<file path="config.mk">
export PLATFORM = sky130hd
export DESIGN_NAME = hall_sensor_serial_filter_otp
export DESIGN_NICKNAME = d
export VERILOG_FILES = /design/src/design/sensor_pkg.sv /design/src/design/core_if.sv /design/src/design/ewma_filter.sv /design/src/design/otp_store.sv /design/src/design/hall_sensor_serial_filter_otp.sv
export VERILOG_INCLUDE_DIRS = /design/src /design/src/design
export SDC_FILE = /design/constraint.sdc
export NUM_CORES = 1
export LEC_CHECK = 0
export ABC_AREA = 1
export BUFFER_PORTS_ARGS = -buffer_cell sky130_fd_sc_hd__buf_2
export CAP_MARGIN = 5
export CORE_AREA = 4 4 129 161
export CTS_CLUSTER_DIAMETER = 30
export DETAILED_ROUTE_END_ITERATION = 10
export DIE_AREA = 0 0 133 165
export GPL_TIMING_DRIVEN = 0
export PLACE_DENSITY = 0.69
export SYNTH_ARGS = -nofsm -noshare
export SYNTH_HDL_FRONTEND = slang
export SYNTH_SLANG_ARGS = --single-unit
</file>
<file path="constraint.sdc">
create_clock -name clk -period 18.8 [get_ports clk]
set_input_delay 3.76 -clock clk [delete_from_list [all_inputs] [get_ports clk]]
set_output_delay 3.76 -clock clk [all_outputs]
set_load 0.005 [all_outputs]
</file>
<file path="src/design/sensor_cfg.svh">
`ifndef SENSOR_CFG_SVH
`define SENSOR_CFG_SVH

// =====================================================================
// widths
`define DATA_W 12
`define CMD_W 16
`define FRAC_W 7
`define FILT_W 3
`define TRIM_W 6
`define OTP_W 9
`define CNT_W 6
`define PAD_W 4

// =====================================================================
// write command layout, first bit received lands in the top
`define CMD_MARK 2'b10
`define MARK_LSB 14
`define A_LSB 11
`define B_LSB 5
`define PAD_LSB 1
`define PROG_BIT 0

// =====================================================================
// non-volatile field layout
`define OTP_A_LSB 6
`define OTP_B_LSB 0

// =====================================================================
// gain trim arithmetic
`define MID_SCALE 12'h800
`define TRIM_MID 7'sh20
`define TRIM_SHIFT 7
`define FULL_SCALE 12'hfff

`endif

</file>
<file path="src/design/sensor_pkg.sv">
package sensor_pkg;

  // =====================================================================
  // link sequencing
  typedef enum logic [1:0] {
    st_reload,
    st_idle,
    st_sel
  } link_state_e;

endpackage : sensor_pkg

</file>
<file path="src/design/core_if.sv">
`timescale 1ns/10ps
`include "sensor_cfg.svh"

interface core_if;
  logic [`DATA_W-1:0] sample;
  logic sample_valid;
  logic [`FILT_W-1:0] code;
  logic [`DATA_W-1:0] result;
  logic prog;
  logic [`OTP_W-1:0] prog_bits;
  logic [`OTP_W-1:0] otp_bits;

  modport ctl (
    output sample, sample_valid, code, prog, prog_bits,
    input result, otp_bits
  );
  modport flt (input sample, sample_valid, code, output result);
  modport mem (input prog, prog_bits, output otp_bits);
endinterface : core_if

</file>
<file path="src/design/ewma_filter.sv">
`timescale 1ns/10ps
`include "sensor_cfg.svh"

module ewma_filter #(
  parameter int DATA_W = `DATA_W,
  parameter int FRAC_W = `FRAC_W
) (
  // clock and reset
  input wire logic clk,
  input wire logic rst_n,
  // samples in, filtered word out
  core_if.flt f
);
  localparam int ACC_W = DATA_W + FRAC_W;

  // fraction bits must cover the smallest weight
  if (FRAC_W < (1 << `FILT_W) - 1 || DATA_W != `DATA_W) begin : g_bad
    $error("ewma_filter: unsupported width");
  end

  logic [ACC_W-1:0] acc;
  logic [ACC_W-1:0] next_acc;
  logic signed [ACC_W:0] diff;
  logic signed [ACC_W:0] step;

  // =====================================================================
  // acc += (x - acc) * 2^-code, i.e. w*x + (1-w)*prev
  always_comb begin
    diff = $signed({1'b0, f.sample, {FRAC_W{1'b0}}}) - $signed({1'b0, acc});
    step = diff >>> f.code;
    next_acc = acc;
    // one update per sample, no decimation
    if (f.sample_valid) begin
      next_acc = acc + step[ACC_W-1:0];
    end
  end

  // code changes never touch the accumulator
  always_ff @(posedge clk) begin
    if (!rst_n) begin
      acc <= '0;
    end else begin
      acc <= next_acc;
    end
  end

  // fraction kept so slow weights still creep to the final value
  assign f.result = acc[ACC_W-1:FRAC_W];
endmodule : ewma_filter

</file>
<file path="src/design/otp_store.sv">
`timescale 1ns/10ps
`include "sensor_cfg.svh"

module otp_store (
  // clock
  input wire logic clk,
  // factory blank, models an unprogrammed die
  input wire logic otp_blank,
  // program request and stored fields
  core_if.mem m
);
  logic [`OTP_W-1:0] bits;
  logic [`OTP_W-1:0] next_bits;

  // =====================================================================
  // fuses only go to one while otp_blank is low; zeros sent leave a field open
  always_comb begin
    next_bits = bits;
    if (otp_blank) begin
      next_bits = '0;
    end else if (m.prog) begin
      next_bits = bits | m.prog_bits;
    end
  end

  // no rst_n: content survives every power up reset
  always_ff @(posedge clk) begin
    bits <= next_bits;
  end

  assign m.otp_bits = bits;
endmodule : otp_store

</file>
<file path="src/design/hall_sensor_serial_filter_otp.sv">
`timescale 1ns/10ps
`include "sensor_cfg.svh"

// =====================================================================
// Behaviour
// - serial input low: shift out 12-bit result
// - filter output is w*sample plus (1-w)*previous
// - filter keeps timing, one output per sample
// - power up clears filter previous value
// - new filter setting keeps accumulated state
// - filter code halves weight per step
// - trim steps about 0.8 percent, 25 span
// - trim zero lowest sensitivity, ones highest
// - program bit set commits fields to fuses
// - programmed fuse bits never return to zero while otp_blank is low
// - programming strobe at next chip select fall
// - program bit clear gives preview only
// - zero field stays unprogrammed and adjustable
// - frame: 10, filter, trim, 0000, program
// - daisy chain with 32 clock frames
// - sample on rising, shift on falling
// - output driven only while selected
// - result loaded at chip select falling edge
// - reset clears state, then reloads fuses

module hall_sensor_serial_filter_otp (
  // clock and reset
  input wire logic clk,
  input wire logic rst_n,
  // serial link pins
  input wire logic cs_n,
  input wire logic sck,
  input wire logic sdi,
  output logic sdo,
  output logic sdo_oe,
  // converter results
  input wire logic [`DATA_W-1:0] adc_data,
  input wire logic adc_valid,
  // non-volatile store blanking
  input wire logic otp_blank,
  // status
  output logic [`FILT_W-1:0] filter_code,
  output logic [`TRIM_W-1:0] trim_code,
  output logic otp_prog_strobe,
  output logic [`OTP_W-1:0] otp_fields
);

  core_if bus ();

  // =====================================================================
  // pin synchronisers
  logic cs_s1;
  logic cs_s2;
  logic cs_q;
  logic sck_s1;
  logic sck_s2;
  logic sck_q;
  logic sdi_s1;
  logic sdi_s2;
  logic cs_fall;
  logic cs_rise;
  logic sck_rise;
  logic sck_fall;

  always_ff @(posedge clk) begin
    if (!rst_n) begin
      cs_s1 <= 1'b1;
      cs_s2 <= 1'b1;
      cs_q <= 1'b1;
      sck_s1 <= 1'b0;
      sck_s2 <= 1'b0;
      sck_q <= 1'b0;
      sdi_s1 <= 1'b0;
      sdi_s2 <= 1'b0;
    end else begin
      cs_s1 <= cs_n;
      cs_s2 <= cs_s1;
      cs_q <= cs_s2;
      sck_s1 <= sck;
      sck_s2 <= sck_s1;
      sck_q <= sck_s2;
      sdi_s1 <= sdi;
      sdi_s2 <= sdi_s1;
    end
  end

  assign cs_fall = cs_q & ~cs_s2;
  assign cs_rise = ~cs_q & cs_s2;
  assign sck_rise = ~sck_q & sck_s2;
  assign sck_fall = sck_q & ~sck_s2;

  // =====================================================================
  // command decode
  function automatic logic is_write(
    input logic [`CMD_W-1:0] cmd,
    input logic [`CNT_W-1:0] cnt
  );
    is_write = (cnt >= `CNT_W'(`CMD_W)) &&
               (cmd[`MARK_LSB +: 2] == `CMD_MARK) &&
               (cmd[`PAD_LSB +: `PAD_W] == '0);
  endfunction : is_write

  // =====================================================================
  // serial link
  sensor_pkg::link_state_e state;
  sensor_pkg::link_state_e next_state;
  logic [`CNT_W-1:0] bit_cnt;
  logic [`CNT_W-1:0] next_cnt;
  logic [`CMD_W-1:0] cmd_sr;
  logic [`CMD_W-1:0] next_cmd;
  logic [`DATA_W-1:0] out_sr;
  logic [`DATA_W-1:0] next_out;
  logic sdi_bit;
  logic next_sdi_bit;
  logic next_sdo;
  logic next_oe;

  always_comb begin
    next_state = state;
    next_cnt = bit_cnt;
    next_cmd = cmd_sr;
    next_out = out_sr;
    next_sdi_bit = sdi_bit;
    next_sdo = sdo;
    next_oe = sdo_oe;
    case (state)
      sensor_pkg::st_reload: begin
        next_state = sensor_pkg::st_idle;
      end
      sensor_pkg::st_idle: begin
        // deselected: clock and data ignored, pin released
        next_oe = 1'b0;
        next_sdo = 1'b0;
        if (cs_fall) begin
          next_state = sensor_pkg::st_sel;
          next_out = bus.result;
          next_sdo = bus.result[`DATA_W-1];
          next_oe = 1'b1;
          next_cnt = '0;
          next_cmd = '0;
        end
      end
      sensor_pkg::st_sel: begin
        if (cs_rise) begin
          next_state = sensor_pkg::st_idle;
          next_oe = 1'b0;
          next_sdo = 1'b0;
        end else begin
          if (sck_rise) begin
            next_sdi_bit = sdi_s2;
            // only the first frame bits form the command
            if (bit_cnt < `CNT_W'(`CMD_W)) begin
              next_cmd = {cmd_sr[`CMD_W-2:0], sdi_s2};
            end
            // saturates so long chained frames stay legal
            if (bit_cnt != '1) begin
              next_cnt = bit_cnt + `CNT_W'(1);
            end
          end
          if (sck_fall) begin
            // after the word, input bits pass down the chain
            next_out = {out_sr[`DATA_W-2:0], sdi_bit};
            next_sdo = out_sr[`DATA_W-2];
          end
        end
      end
      default: begin
        next_state = sensor_pkg::st_idle;
      end
    endcase
  end

  always_ff @(posedge clk) begin
    if (!rst_n) begin
      state <= sensor_pkg::st_reload;
      bit_cnt <= '0;
      cmd_sr <= '0;
      out_sr <= '0;
      sdi_bit <= 1'b0;
      sdo <= 1'b0;
      sdo_oe <= 1'b0;
    end else begin
      state <= next_state;
      bit_cnt <= next_cnt;
      cmd_sr <= next_cmd;
      out_sr <= next_out;
      sdi_bit <= next_sdi_bit;
      sdo <= next_sdo;
      sdo_oe <= next_oe;
    end
  end

  // =====================================================================
  // settings and programming
  logic pend;
  logic next_pend;
  logic [`OTP_W-1:0] pend_bits;
  logic [`OTP_W-1:0] next_pend_bits;
  logic [`FILT_W-1:0] next_filter;
  logic [`TRIM_W-1:0] next_trim;
  logic next_strobe;

  always_comb begin
    next_filter = filter_code;
    next_trim = trim_code;
    next_pend = pend;
    next_pend_bits = pend_bits;
    next_strobe = 1'b0;
    if (state == sensor_pkg::st_reload) begin
      next_filter = bus.otp_bits[`OTP_A_LSB +: `FILT_W];
      next_trim = bus.otp_bits[`OTP_B_LSB +: `TRIM_W];
    end
    // strobe fires in the frame after the one that asked for it,
    // whatever that frame carries
    if (state == sensor_pkg::st_idle && cs_fall && pend) begin
      next_strobe = 1'b1;
      next_pend = 1'b0;
    end
    // a read frame starts with a zero and fails the marker check
    if (state == sensor_pkg::st_sel && cs_rise &&
        is_write(cmd_sr, bit_cnt)) begin
      next_filter = cmd_sr[`A_LSB +: `FILT_W];
      next_trim = cmd_sr[`B_LSB +: `TRIM_W];
      if (cmd_sr[`PROG_BIT]) begin
        next_pend = 1'b1;
        next_pend_bits = {cmd_sr[`A_LSB +: `FILT_W],
                          cmd_sr[`B_LSB +: `TRIM_W]};
      end
    end
  end

  always_ff @(posedge clk) begin
    if (!rst_n) begin
      filter_code <= '0;
      trim_code <= '0;
      pend <= 1'b0;
      pend_bits <= '0;
      otp_prog_strobe <= 1'b0;
    end else begin
      filter_code <= next_filter;
      trim_code <= next_trim;
      pend <= next_pend;
      pend_bits <= next_pend_bits;
      otp_prog_strobe <= next_strobe;
    end
  end

  // =====================================================================
  // gain trim: deviation from mid scale scaled by 1 + (code-32)/128
  logic [`DATA_W-1:0] sample;
  logic [`DATA_W-1:0] next_sample;
  logic sample_valid;
  logic next_valid;
  logic signed [13:0] dev;
  logic signed [6:0] toff;
  logic signed [20:0] prod;
  logic signed [14:0] adj;

  always_comb begin
    dev = $signed({2'b00, adc_data}) - $signed({2'b00, `MID_SCALE});
    toff = $signed({1'b0, trim_code}) - `TRIM_MID;
    prod = dev * toff;
    adj = $signed({dev[13], dev}) + 15'(prod >>> `TRIM_SHIFT) +
          $signed({3'b000, `MID_SCALE});
    next_sample = sample;
    next_valid = adc_valid;
    if (adc_valid) begin
      // clip rather than wrap at the rails
      if (adj < 15'sd0) begin
        next_sample = '0;
      end else if (adj > $signed({3'b000, `FULL_SCALE})) begin
        next_sample = `FULL_SCALE;
      end else begin
        next_sample = adj[`DATA_W-1:0];
      end
    end
  end

  always_ff @(posedge clk) begin
    if (!rst_n) begin
      sample <= '0;
      sample_valid <= 1'b0;
    end else begin
      sample <= next_sample;
      sample_valid <= next_valid;
    end
  end

  // =====================================================================
  // submodules
  assign bus.sample = sample;
  assign bus.sample_valid = sample_valid;
  assign bus.code = filter_code;
  assign bus.prog = otp_prog_strobe;
  assign bus.prog_bits = pend_bits;
  assign otp_fields = bus.otp_bits;

  ewma_filter #(
    .DATA_W(`DATA_W),
    .FRAC_W(`FRAC_W)
  ) u_filter (
    .clk(clk),
    .rst_n(rst_n),
    .f(bus.flt)
  );

  otp_store u_otp (
    .clk(clk),
    .otp_blank(otp_blank),
    .m(bus.mem)
  );

endmodule : hall_sensor_serial_filter_otp

</file>
After elaboration in Yosys (flattened, before gate mapping)
Index checks and enable logic that the tools add are counted.
{ "classes": {"n_reduce_logical": 18, "n_shift": 1, "muxes": 34, "bitwise_logic": 10, "n_eq_ne": 12, "mul": 1, "n_lt_le_gt_ge": 4, "addsub": 7} }
{ "op_table": {"columns": ["operator", "count"], "rows": [
  ["$mux W16", 4],
  ["$mux W6", 6],
  ["$mux W11", 3],
  ["$pmux W16 S2", 1],
  ["$mux W12", 2],
  ["$pmux W11 S2", 1],
  ["$mul A13 B7 Y20", 1],
  ["$sshr A20 B3 Y19", 1],
  ["$sub A19 B19 Y20", 1],
  ["$add A19 B19 Y19", 1],
  ["$add A14 B13 Y15 const B", 1],
  ["$gt A15 B13 Y1 const B", 1],
  ["$lt A15 B1 Y1 const B", 1],
  ["$add A13 B13 Y14", 1],
  ["$ne A2 B2 Y1 const B", 7],
  ["$sub A12 B12 Y13 const B", 1],
  ["$pmux W6 S2", 1],
  ["$reduce_and A5 Y1", 2],
  ["$mux W1", 9],
  ["$or A9 B9 Y9", 1],
  ["$reduce_and A2 Y1", 4],
  ["$sub A6 B6 Y7 const B", 1],
  ["$add A6 B1 Y6 const B", 1],
  ["$ge A6 B5 Y1 const B", 1],
  ["other kinds (17)", 34]
]} }
{ "totals": {"reg_bits": 107, "out_inout_bits": 21} }

Depth between registers and ports, before layout
Gate-level depths: netlist (run 1).
{ "depth": {"ltp_word": 7, "depth_mapped": 33, "depth_no_buf": 32} }

Modules after synthesis
A second synthesis (run 1) with hierarchy kept.
{ "unflattened": {"cells_unflattened": 1525, "hier_area_um2": 10600.2} }
{ "by_module_without_submodules": {"columns": ["module", "seq_area_each_um2", "n_inst", "cells_each", "area_per_inst_um2"], "rows": [
  ["hall_sensor_serial_filter_otp", 1581.5, 1, 981, 7205.7],
  ["ewma_filter", 380.4, 1, 506, 3085.5],
  ["otp_store", 180.2, 1, 38, 309.0]
]} }

Least setup slack after synthesis (run 1)
Ideal clock, no wire load.
{ "synth_path": {"path_kind": "input-to-reg", "startpoint": "input adc_data[4]", "endpoint": "register sample[11] (netlist: bus.sample[11])", "path_stages": 30, "slack_ns": 9.644, "required_time_ns": 18.661, "arrival_ns": 9.017, "path_buffers": 0, "path_cell_list": "inv_1 > nor2_1 > fa_1 > fa_1 > fa_1 > inv_1 > fa_1 > inv_1 > ha_1 > a21oi_1 > o21a_1 > o21ai_4 > a21oi_2 > o21bai_4 > nand2_2 > nand2_2 > nand2_1 > nand2_1 > ha_1 > ha_1 > nand2_1 > inv_1 > a221oi_1 > nand3_1 > nand2_1 > nand2_1 > o21ai_4 > nand2_1 > nand2_1 > a21oi_2"} }
{ "synth_between": {"elab_chain_len": 7, "elab_cells_between_ends": 8, "cone_classes": "3 x add/sub; 1 x mul; 2 x order compare; 2 x mux"} }
{ "synth_rtl": {"columns": ["element", "line_no", "rtl"], "rows": [
  ["start, declared", "hall_sensor_serial_filter_otp.sv:37", "input wire logic [`DATA_W-1:0] adc_data,"],
  ["$sub A12 B12 Y13 (*)", "hall_sensor_serial_filter_otp.sv:260", "dev = $signed({2'b00, adc_data}) - $signed({2'b00, `MID_SCALE});"],
  ["$mul A13 B7 Y20", "hall_sensor_serial_filter_otp.sv:262", "prod = dev * toff;"],
  ["$add A13 B13 Y14 (*)", "hall_sensor_serial_filter_otp.sv:263", "adj = $signed({dev[13], dev}) + 15'(prod >>> `TRIM_SHIFT) +"],
  ["$add A14 B13 Y15 (*)", "hall_sensor_serial_filter_otp.sv:263", null],
  ["$gt A15 B13 Y1", "hall_sensor_serial_filter_otp.sv:271", "end else if (adj > $signed({3'b000, `FULL_SCALE})) begin"],
  ["$mux W12", "hall_sensor_serial_filter_otp.sv:271", null],
  ["$mux W12 (*)", "hall_sensor_serial_filter_otp.sv:269", "if (adj < 15'sd0) begin"],
  ["end signal, assigned", "hall_sensor_serial_filter_otp.sv:284", "sample <= next_sample;"],
  ["end, declared", "hall_sensor_serial_filter_otp.sv:250", "logic [`DATA_W-1:0] sample;"]
]} }
Every way passes the cells marked *; elsewhere a longest branch is shown, timed or not.
A chain may end at the register's enable or synchronous reset.

Worst setup path in the final report (run 1)
{ "layout_path": {"startpoint": "input adc_data[11]", "endpoint": "register sample[11] (netlist: bus.sample[11])"} }
The elaborated chain is that of the path after synthesis.

==> results of run 1 <==
==> layout by cell type, fill, tap and decap left out, drive strengths merged, types with 7 or more instances in the layout <==
master	n
nor3	12
nand4	10
ha	96
xnor2	15
a211oi	14
a21oi	137
nand2	305
nand3	73
o21ai	92
nor2	111
inv	253
xor2	39
dfxtp	107
clkbuf	48
o21bai	7
buf	47
fa	69
o211ai	17
a31oi	15
==> synthesized netlist by cell type (23+ instances only) <==
library cell	instances	area, µm²
sky130_fd_sc_hd__nand2_1	291	1090
sky130_fd_sc_hd__nand3_1	70	350
sky130_fd_sc_hd__inv_1	245	920
sky130_fd_sc_hd__clkbuf_1	39	146
sky130_fd_sc_hd__a21oi_1	120	601
sky130_fd_sc_hd__xor2_1	39	342
sky130_fd_sc_hd__ha_1	96	1200
sky130_fd_sc_hd__o21ai_1	23	115
sky130_fd_sc_hd__o21ai_0	64	320
sky130_fd_sc_hd__dfxtp_1	107	2140
sky130_fd_sc_hd__fa_1	69	1380
sky130_fd_sc_hd__nor2_1	107	402
==> cells by family (layout without fill, tap and decap cells) <==
group	Yosys count	after routing	synth area share [%]
buffers and inverters	299	352	10.9
flip-flops	107	107	20.6
multiplexers	5	5	0.481
XOR/XNOR	54	54	4.54
AND/OR/NAND/NOR	523	523	21.1
AO/OA/AOI/OAI	303	303	17.5
adder cells (fa/ha/maj)	165	165	24.8
==> state kept, by name, summed over array words and instances (netlist names), 2 cells and up <==
signal	cells
cmd_sr	16
bus.prog_bits	9
filter_code	3
bit_cnt	6
out_sr	11
state	2
u_filter.acc	19
trim_code	6
bus.sample	12
u_otp.m.otp_bits	9
==> metal layers <==
layer | global-route usage, % | share of wire, % | vias up | wire length, µm
li1 | - | - | 4793 | -
met2 | 46.7 | 52 | 201 | 13500
met1 | 27.5 | 41 | 4438 | 10500
met3 | 2.07 | 2.8 | 71 | 731
met4 | 11.1 | 4.4 | 0 | 1140
met5 | 0 | 0 | - | 0
==> final timing paths <==
kind,startpoint,to,slack [ns],cells past startpoint
setup / recovery,adc_data[11],bus.sample[11],9.17,29
hold / removal,cs_s1,cs_s2,0.42,1
setup reg to reg,trim_code[5],bus.sample[11],11.86,30
hold reg to reg,cs_s1,cs_s2,0.42,1
==> worst max-delay path: cells and delay by family <==
| kind | cells | cell delay, ns |
|---|---|---|
| fa+ha+maj | 7 | 3.25 |
| buf+inv | 6 | 0.64 |
| simple gates | 10 | 0.95 |
| compound gates | 6 | 1.23 |
==> stage by stage <==
step                      hold WS, ns  std cells
after detailed placement        0.402       1758
after floorplan                 0.390       1456
after CTS                       0.424       1774
after global routing            0.435       1774
final                           0.419       1774
after global placement          0.396       1758
==> layout make-up <==
class / instances / area (µm²) / share of cell area, %
sequential: 107 / 2140 / 19.1
clock inverter: 7 / 93.8 / 0.835
clock buffer: 9 / 225 / 2.00
tap: 265 / 332 / 2.95
inverter: 250 / 938 / 8.35
multi-input combinational: 1050 / 7130 / 63.4
buffer: 49 / 196 / 1.75
timing repair buffer: 37 / 185 / 1.65
==> report_power, final <==
| group | switching, mW | leakage (nW) | internal, mW | total [mW] |
|---|---|---|---|---|
| Clock | 0.104 | 0.154 | 0.0977 | 0.201 |
| Sequential | 0.0217 | 0.872 | 0.256 | 0.278 |
| Combinational | 0.606 | 4.73 | 0.348 | 0.954 |
| Total | 0.731 | 5.75 | 0.702 | 1.43 |
==> results.rst, run 1 <==
.. list-table::
   :header-rows: 1

   * - Metric
     - Value
   * - Status
     - finished, final reports clean
   * - DPL Wire Length
     - 21500 µm
   * - Post-place instance area
     - 10900 µm²
   * - Type of the tightest min-delay check
     - reg -> reg
   * - Number of maximum-capacitance constraint violations
     - 0
   * - Final critical-path share of the clock period
     - 51.2%
   * - Slew headroom
     - about half
   * - Number of pins with negative max-slew slack in the final report
     - 0
   * - Number of nets produced by synthesis
     - 1640
   * - Timing-limited maximum frequency
     - 104 MHz
   * - Total global routing track utilization
     - 24.5%
   * - Number of detailed-route iterations in the first pass
     - 5
   * - Buffers added on ports
     - 37
   * - IO Pins
     - 40
   * - Post-route cell area
     - 11200 µm²
   * - Final cell utilization of the core
     - 58.2%
   * - PwrDens
     - between 100 and 150 nW/µm²
   * - Placement Setup Slack
     - 8.71 ns
   * - Final worst slack
     - around 9.2 ns
   * - Number of synthesized register bits
     - 107
   * - Via count of the first global-routing pass
     - around 9500
   * - Minimum period implied by the final worst setup slack
     - 9.63 ns
   * - Total negative setup slack
     - 0 ns
   * - Area added between synthesis and finish
     - 8.03%
   * - Synth Instances
     - 1456
   * - Effective utilization at floorplan
     - between 50% and 60%
   * - Total global routing overflow
     - 0
   * - Cell with the biggest individual delay on the critical path
     - sky130_fd_sc_hd__fa_1
   * - Number of cell rows
     - 57
   * - Ys flop type
     - sky130_fd_sc_hd__dfxtp_1
   * - Max FO, Critical Path
     - 9
   * - Sequential-to-total area share from yosys stat
     - 20.6%
   * - Mean Syn Cell Area
     - 7.15 µm²
   * - Maximum clock path buffer count
     - 2
   * - Fraction of synthesis flops using an asynchronous set or reset pin
     - 0%
   * - Setup repair after global routing missed its margin
     - no
   * - Clock tree from TritonCTS
     - yes
   * - Insertion delay to the later sink of the worst-skew pair
     - 0.36 ns
   * - Number of enable-type register cells in the synthesized netlist
     - 0
   * - Longest individual stage delay on the worst path
     - 0.72 ns
   * - Clock-pin slew on the worst setup and hold paths
     - 0.09 ns
   * - Syn. warnings
     - 0
   * - Number of DRC markers in iteration 0
     - approximately 440
   * - Total clock buffers created by CTS
     - 9
   * - Placeable core area
     - 19300 µm²
   * - Quantity of hold-fixing buffers added after cts
     - 0
   * - Net count of the finished layout
     - 1688
   * - Antenna Nets Post-Route
     - 0
   * - Die Span X
     - 133 µm
   * - VDD IR-drop max
     - 0.0852 mV
   * - Proportion of layout cells with a drive suffix above 1
     - about 7.5%
   * - Post-CTS resize count
     - 0
   * - Global-route wire length before repair
     - between 40000 and 50000 µm
   * - Layout filler cell count
     - 1935
   * - Number of distinct standard cells referenced by the synthesized netlist
     - 53
   * - CP dominant cell by count
     - sky130_fd_sc_hd__nand2_1
   * - Wire length per cell after detailed routing
     - 14.6 µm
   * - H-tree levels
     - 3
   * - Die Area
     - 21900 µm²
   * - Routed Wire Length
     - 25900 µm
   * - Total power consumption of the routed design
     - around 1.4 mW
   * - Worst setup path class
     - in -> reg
   * - Endpoints failing setup
     - 0
   * - Endpoints failing hold
     - 0
   * - Final GP Congestion
     - 0.902
   * - Critical path data required time
     - around 19 ns
   * - Transition time of the tightest slew-check pin
     - 0.745 ns
   * - Vias
     - 9503
   * - Root Driver
     - sky130_fd_sc_hd__clkbuf_16
   * - Sinks on the clock net
     - 107
   * - Worst setup SP type
     - input port
   * - Post-CTS Setup Repair Bufs
     - 0
   * - Fin Clk Skew
     - about 0.015 ns
   * - Initial antenna violation count
     - 0
   * - Worst EP arrival
     - 9.86 ns
   * - Netlist area before placement
     - 10400 µm²
   * - Number of DRC violations after detailed routing
     - 0
   * - Reported leakage power
     - 5.75 nW
   * - Count of antenna diodes in the layout
     - 0
   * - Die Height
     - 165 µm
   * - Vias per std cell
     - 5.36
   * - Largest net degree at the start of global routing
     - 24
   * - Capturing element type of the critical path
     - register
Note: power is estimated with default switching activity, not from simulation.
==> run 2: changes to the inputs <==
--- a/config.mk
+++ b/config.mk
@@ -6,15 +6,15 @@
 export SDC_FILE = /design/constraint.sdc
 export NUM_CORES = 1
 export LEC_CHECK = 0
-export ABC_AREA = 1
+export ABC_AREA = 0
 export BUFFER_PORTS_ARGS = -buffer_cell sky130_fd_sc_hd__buf_2
 export CAP_MARGIN = 5
-export CORE_AREA = 4 4 129 161
+export CORE_AREA = 4 4 127 159
 export CTS_CLUSTER_DIAMETER = 30
 export DETAILED_ROUTE_END_ITERATION = 10
-export DIE_AREA = 0 0 133 165
+export DIE_AREA = 0 0 131 163
 export GPL_TIMING_DRIVEN = 0
-export PLACE_DENSITY = 0.69
+export PLACE_DENSITY = 0.72
 export SYNTH_ARGS = -nofsm -noshare
 export SYNTH_HDL_FRONTEND = slang
 export SYNTH_SLANG_ARGS = --single-unit
==> constraint.sdc (replaced) <==
create_clock -name clk -period 7.75 [get_ports clk]
set_input_delay 1.55 -clock clk [delete_from_list [all_inputs] [get_ports clk]]
set_output_delay 1.55 -clock clk [all_outputs]
set_load 0.005 [all_outputs]
==> results.rst, run 2 <==
.. list-table::
   :header-rows: 1

   * - Metric
     - Value
   * - Fraction of synthesis flops using an asynchronous set or reset pin
     - 0% (unchanged)
   * - Root Driver
     - sky130_fd_sc_hd__clkbuf_16
   * - Placeable core area
     - 18700 µm² (-3.2%)
   * - Synth Instances
     - 1163 (-20%)
   * - Endpoints failing hold
     - 0 (unchanged)
   * - Via count of the first global-routing pass
     - 8365 (-12%)
   * - Number of synthesized register bits
     - 107 (unchanged)
   * - Reported leakage power
     - 5.32 nW (-7.4%)
   * - Number of pins with negative max-slew slack in the final report
     - 0 (unchanged)
   * - Capturing element type of the critical path
     - register
   * - Mean Syn Cell Area
     - 8.66 µm² (+21%)
   * - Clock tree from TritonCTS
     - yes
   * - Reg with most FFs
     - u_filter.acc
   * - Number of enable-type register cells in the synthesized netlist
     - 0 (unchanged)
   * - Top cells by area in the synthesized netlist
     - sky130_fd_sc_hd__dfxtp_1 (21%), sky130_fd_sc_hd__fa_1 (14%), sky130_fd_sc_hd__ha_1 (12%)
   * - Insertion delay to the later sink of the worst-skew pair
     - 0.35 ns (about the same)
   * - Sequential-to-total area share from yosys stat
     - 21.3% (+0.67 points)
   * - Number of DRC markers in iteration 0
     - 466 (+6.6%)
   * - Routed Wire Length
     - 24200 µm (-6.4%)
   * - Minimum period implied by the final worst setup slack
     - roughly 7.6 ns
   * - Total global routing track utilization
     - 23.0% (-1.5 points)
   * - Total power consumption of the routed design
     - 3.26 mW (+130%)
   * - Final critical-path share of the clock period
     - 98.3%
   * - Final cell utilization of the core
     - 60.5% (+2.3 points)
   * - Status
     - finished, final reports clean
   * - Die Height
     - 163 µm (-1.2%)
   * - Vias
     - 8538 (-10%)
   * - Max FO, Critical Path
     - 8 (-1)
   * - Number of detailed-route iterations in the first pass
     - 5 (unchanged)
   * - Number of DRC violations after detailed routing
     - 0 (unchanged)
   * - PwrDens
     - 288 nW/µm² (+130%)
   * - Vias per std cell
     - 5.83 (+8.8%)
   * - Area added between synthesis and finish
     - 12.3%
   * - Net count of the finished layout
     - 1412 (-16%)
   * - DPL Wire Length
     - 18900 µm (-12%)
   * - Endpoints failing setup
     - 0 (unchanged)
   * - Die Span X
     - 131 µm (-1.5%)
   * - VDD IR-drop max
     - 0.211 mV (+150%)
   * - Transition time of the tightest slew-check pin
     - 0.752 ns (+0.00754 ns)
   * - Proportion of layout cells with a drive suffix above 1
     - 11.1% (+3.6 points)
   * - Antenna Nets Post-Route
     - 0 (unchanged)
   * - Initial antenna violation count
     - 1 (+1)
   * - Slew headroom
     - 49.9% (-0.50 points)
   * - Final GP Congestion
     - 0.874 (-3.1%)
   * - Most common library cell in the layout ignoring fill and taps
     - sky130_fd_sc_hd__dfxtp_1
   * - Die Area
     - 21400 µm² (-2.7%)
   * - Setup repair after global routing missed its margin
     - yes
   * - Registers with the most flip-flops
     - u_filter.acc (19), cmd_sr (16), bus.sample (12)
   * - Quantity of hold-fixing buffers added after cts
     - 0 (unchanged)
   * - Number of distinct standard cells referenced by the synthesized netlist
     - 73 (+38%)
   * - Register area
     - 2140 µm² (unchanged)
   * - Netlist area before placement
     - 10100 µm² (-3.2%)
   * - Dominant cell by count in the synthesized netlist
     - sky130_fd_sc_hd__dfxtp_1
   * - Portion of synthesized cell area occupied by the leading cell type
     - 21.3% (+0.67 points)
   * - Critical path data required time
     - 7.99 ns (-11.04 ns)
   * - Global-route wire length before repair
     - 40200 µm (-8.9%)
   * - Fin Clk Skew
     - 0.0151 ns (+0.000622 ns)
   * - Layout filler cell count
     - 1667 (-14%)
   * - Count of antenna diodes in the layout
     - 0 (unchanged)
   * - Number of nets produced by synthesis
     - 1347 (-18%)
   * - Syn. warnings
     - 0 (unchanged)
   * - Worst setup SP type
     - input port
   * - Ys flop type
     - sky130_fd_sc_hd__dfxtp_1
   * - Worst EP arrival
     - 7.86 ns (-2.00 ns)
   * - Placement Setup Slack
     - -0.601 ns (-9.31 ns)
   * - Clock-pin slew on the worst setup and hold paths
     - 0.08 ns (about the same)
   * - Leading post-synthesis cells by instance count
     - sky130_fd_sc_hd__dfxtp_1 (107), sky130_fd_sc_hd__inv_1 (103), sky130_fd_sc_hd__ha_1 (96), sky130_fd_sc_hd__nand2_1 (81), sky130_fd_sc_hd__nor2_1 (73)
   * - Maximum clock path buffer count
     - 2 (unchanged)
   * - Largest net degree at the start of global routing
     - 23 (-4.2%)
   * - Top library cells by usage in the layout, fill and taps aside
     - sky130_fd_sc_hd__dfxtp_1 (107), sky130_fd_sc_hd__inv_1 (98), sky130_fd_sc_hd__ha_1 (86), sky130_fd_sc_hd__nand2_1 (80), sky130_fd_sc_hd__nor2_1 (72)
   * - Timing-limited maximum frequency
     - around 130 MHz
   * - Multi-input combinational cell area
     - 7600 µm² (+6.6%)
   * - Wire length per cell after detailed routing
     - 16.5 µm (+13%)
   * - Worst setup path class
     - in -> reg
   * - Number of cell rows
     - 56 (-1.8%)
   * - Max FFs per register
     - 19 (unchanged)
   * - Hold_ws
     - 0.410 ns (-0.00866 ns)
   * - H-tree levels
     - 3 (unchanged)
   * - Total global routing overflow
     - 0 (unchanged)
   * - IO Pins
     - 40 (unchanged)
   * - Post-synth top area cell
     - sky130_fd_sc_hd__dfxtp_1
   * - Effective utilization at floorplan
     - 53.9% (about the same)
   * - Sinks on the clock net
     - 107 (unchanged)
   * - Final worst slack
     - 0.132 ns (-9.04 ns)
   * - Type of the tightest min-delay check
     - reg -> reg
   * - Total clock buffers created by CTS
     - 9 (unchanged)
   * - Number of maximum-capacitance constraint violations
     - 0 (unchanged)
   * - Buffers added on ports
     - 38 (+2.7%)
==> run 2: cell type report <==
type / instances / area share [%]
inverters: 105 / 3.48
well taps: 232 / 2.56
plain buffers: 51 / 1.81
clock buffers: 9 / 1.99
flip-flops and latches: 107 / 18.9
multi-input cells: 900 / 67.2
repair buffers: 54 / 3.30
clock inverters: 7 / 0.763
==> run 2: stage by stage <==
stage	TNS [ns]	std cells	cell area (µm²)
after CTS	0	1455	11100
after global routing	-1.31	1465	11300
after detailed placement	-6.97	1433	10600
after global placement	-6.54	1433	10600
after floorplan	0	1163	10100
final	0	1465	11300
==> run 2: timing repair <==
action	4_1_cts	5_1_grt
gates resized for setup	32	36
setup buffers	5	10
cloned	1	0
pin swaps	31	59
endpoints found under the setup margin	12	12
==> run 2: cells by family after synthesis <==
logic type / after synthesis / share of synthesized area, %
adders and majority gates: 165 / 25.6
AOI/OAI and AO/OA: 281 / 20.1
buffers and inverters: 156 / 5.86
muxes: 44 / 4.44
xor gates and xnor gates: 52 / 4.52
and+or+nand+nor: 358 / 18.2
DFF: 107 / 21.3
==> run 2: critical path, stage by stage <==
cell and delay (ns):
sky130_fd_sc_hd__buf_4 0.15, sky130_fd_sc_hd__and2_1 0.17, sky130_fd_sc_hd__fa_1 0.52, sky130_fd_sc_hd__fa_1 0.43, sky130_fd_sc_hd__fa_1 0.54, sky130_fd_sc_hd__inv_1 0.05, sky130_fd_sc_hd__fa_1 0.49, sky130_fd_sc_hd__inv_2 0.05
sky130_fd_sc_hd__ha_4 0.24, sky130_fd_sc_hd__a21o_1 0.17, sky130_fd_sc_hd__a21oi_2 0.19, sky130_fd_sc_hd__o31ai_4 0.11, sky130_fd_sc_hd__a221o_1 0.39, sky130_fd_sc_hd__a21oi_2 0.19, sky130_fd_sc_hd__o21ai_2 0.08, sky130_fd_sc_hd__xor2_1 0.16
sky130_fd_sc_hd__ha_1 0.34, sky130_fd_sc_hd__ha_4 0.30, sky130_fd_sc_hd__nand2_2 0.06, sky130_fd_sc_hd__or4_1 0.49, sky130_fd_sc_hd__o31a_1 0.35, sky130_fd_sc_hd__a2111oi_4 0.21, sky130_fd_sc_hd__o211ai_1 0.12, sky130_fd_sc_hd__buf_4 0.18
sky130_fd_sc_hd__buf_6 0.12, sky130_fd_sc_hd__o221a_1 0.20
==> run 2: final timing paths <==
kind	startpoint	to	slack, ns	depth (start not counted)
worst max register to register	trim_code[5]	bus.sample[10]	0.49	26
worst min register to register	cs_s1	cs_s2	0.41	1
worst min-delay path	cs_s1	cs_s2	0.41	1
worst max-delay path	adc_data[6]	bus.sample[10]	0.13	26
==> run 2: routing by layer <==
layer  GRT usage [%]  vias to the layer above  part of all wire [%]  routed length (µm)
li1                -                     4174                     -                   -
met1            29.6                     4166                    44               10700
met2            40.1                      152                    50               12200
met3            2.30                       44                   2.7                 654
met4            7.20                        2                   2.6                 633
met5               0                        -                 0.033                   8
==> run 2: where the power goes <==
group / internal, mW / switching [mW] / total [mW] / leakage, nW
clock: 0.234 / 0.240 / 0.474 / 0.151
sequential: 0.608 / 0.0517 / 0.659 / 0.871
combinational: 0.931 / 1.20 / 2.13 / 4.30
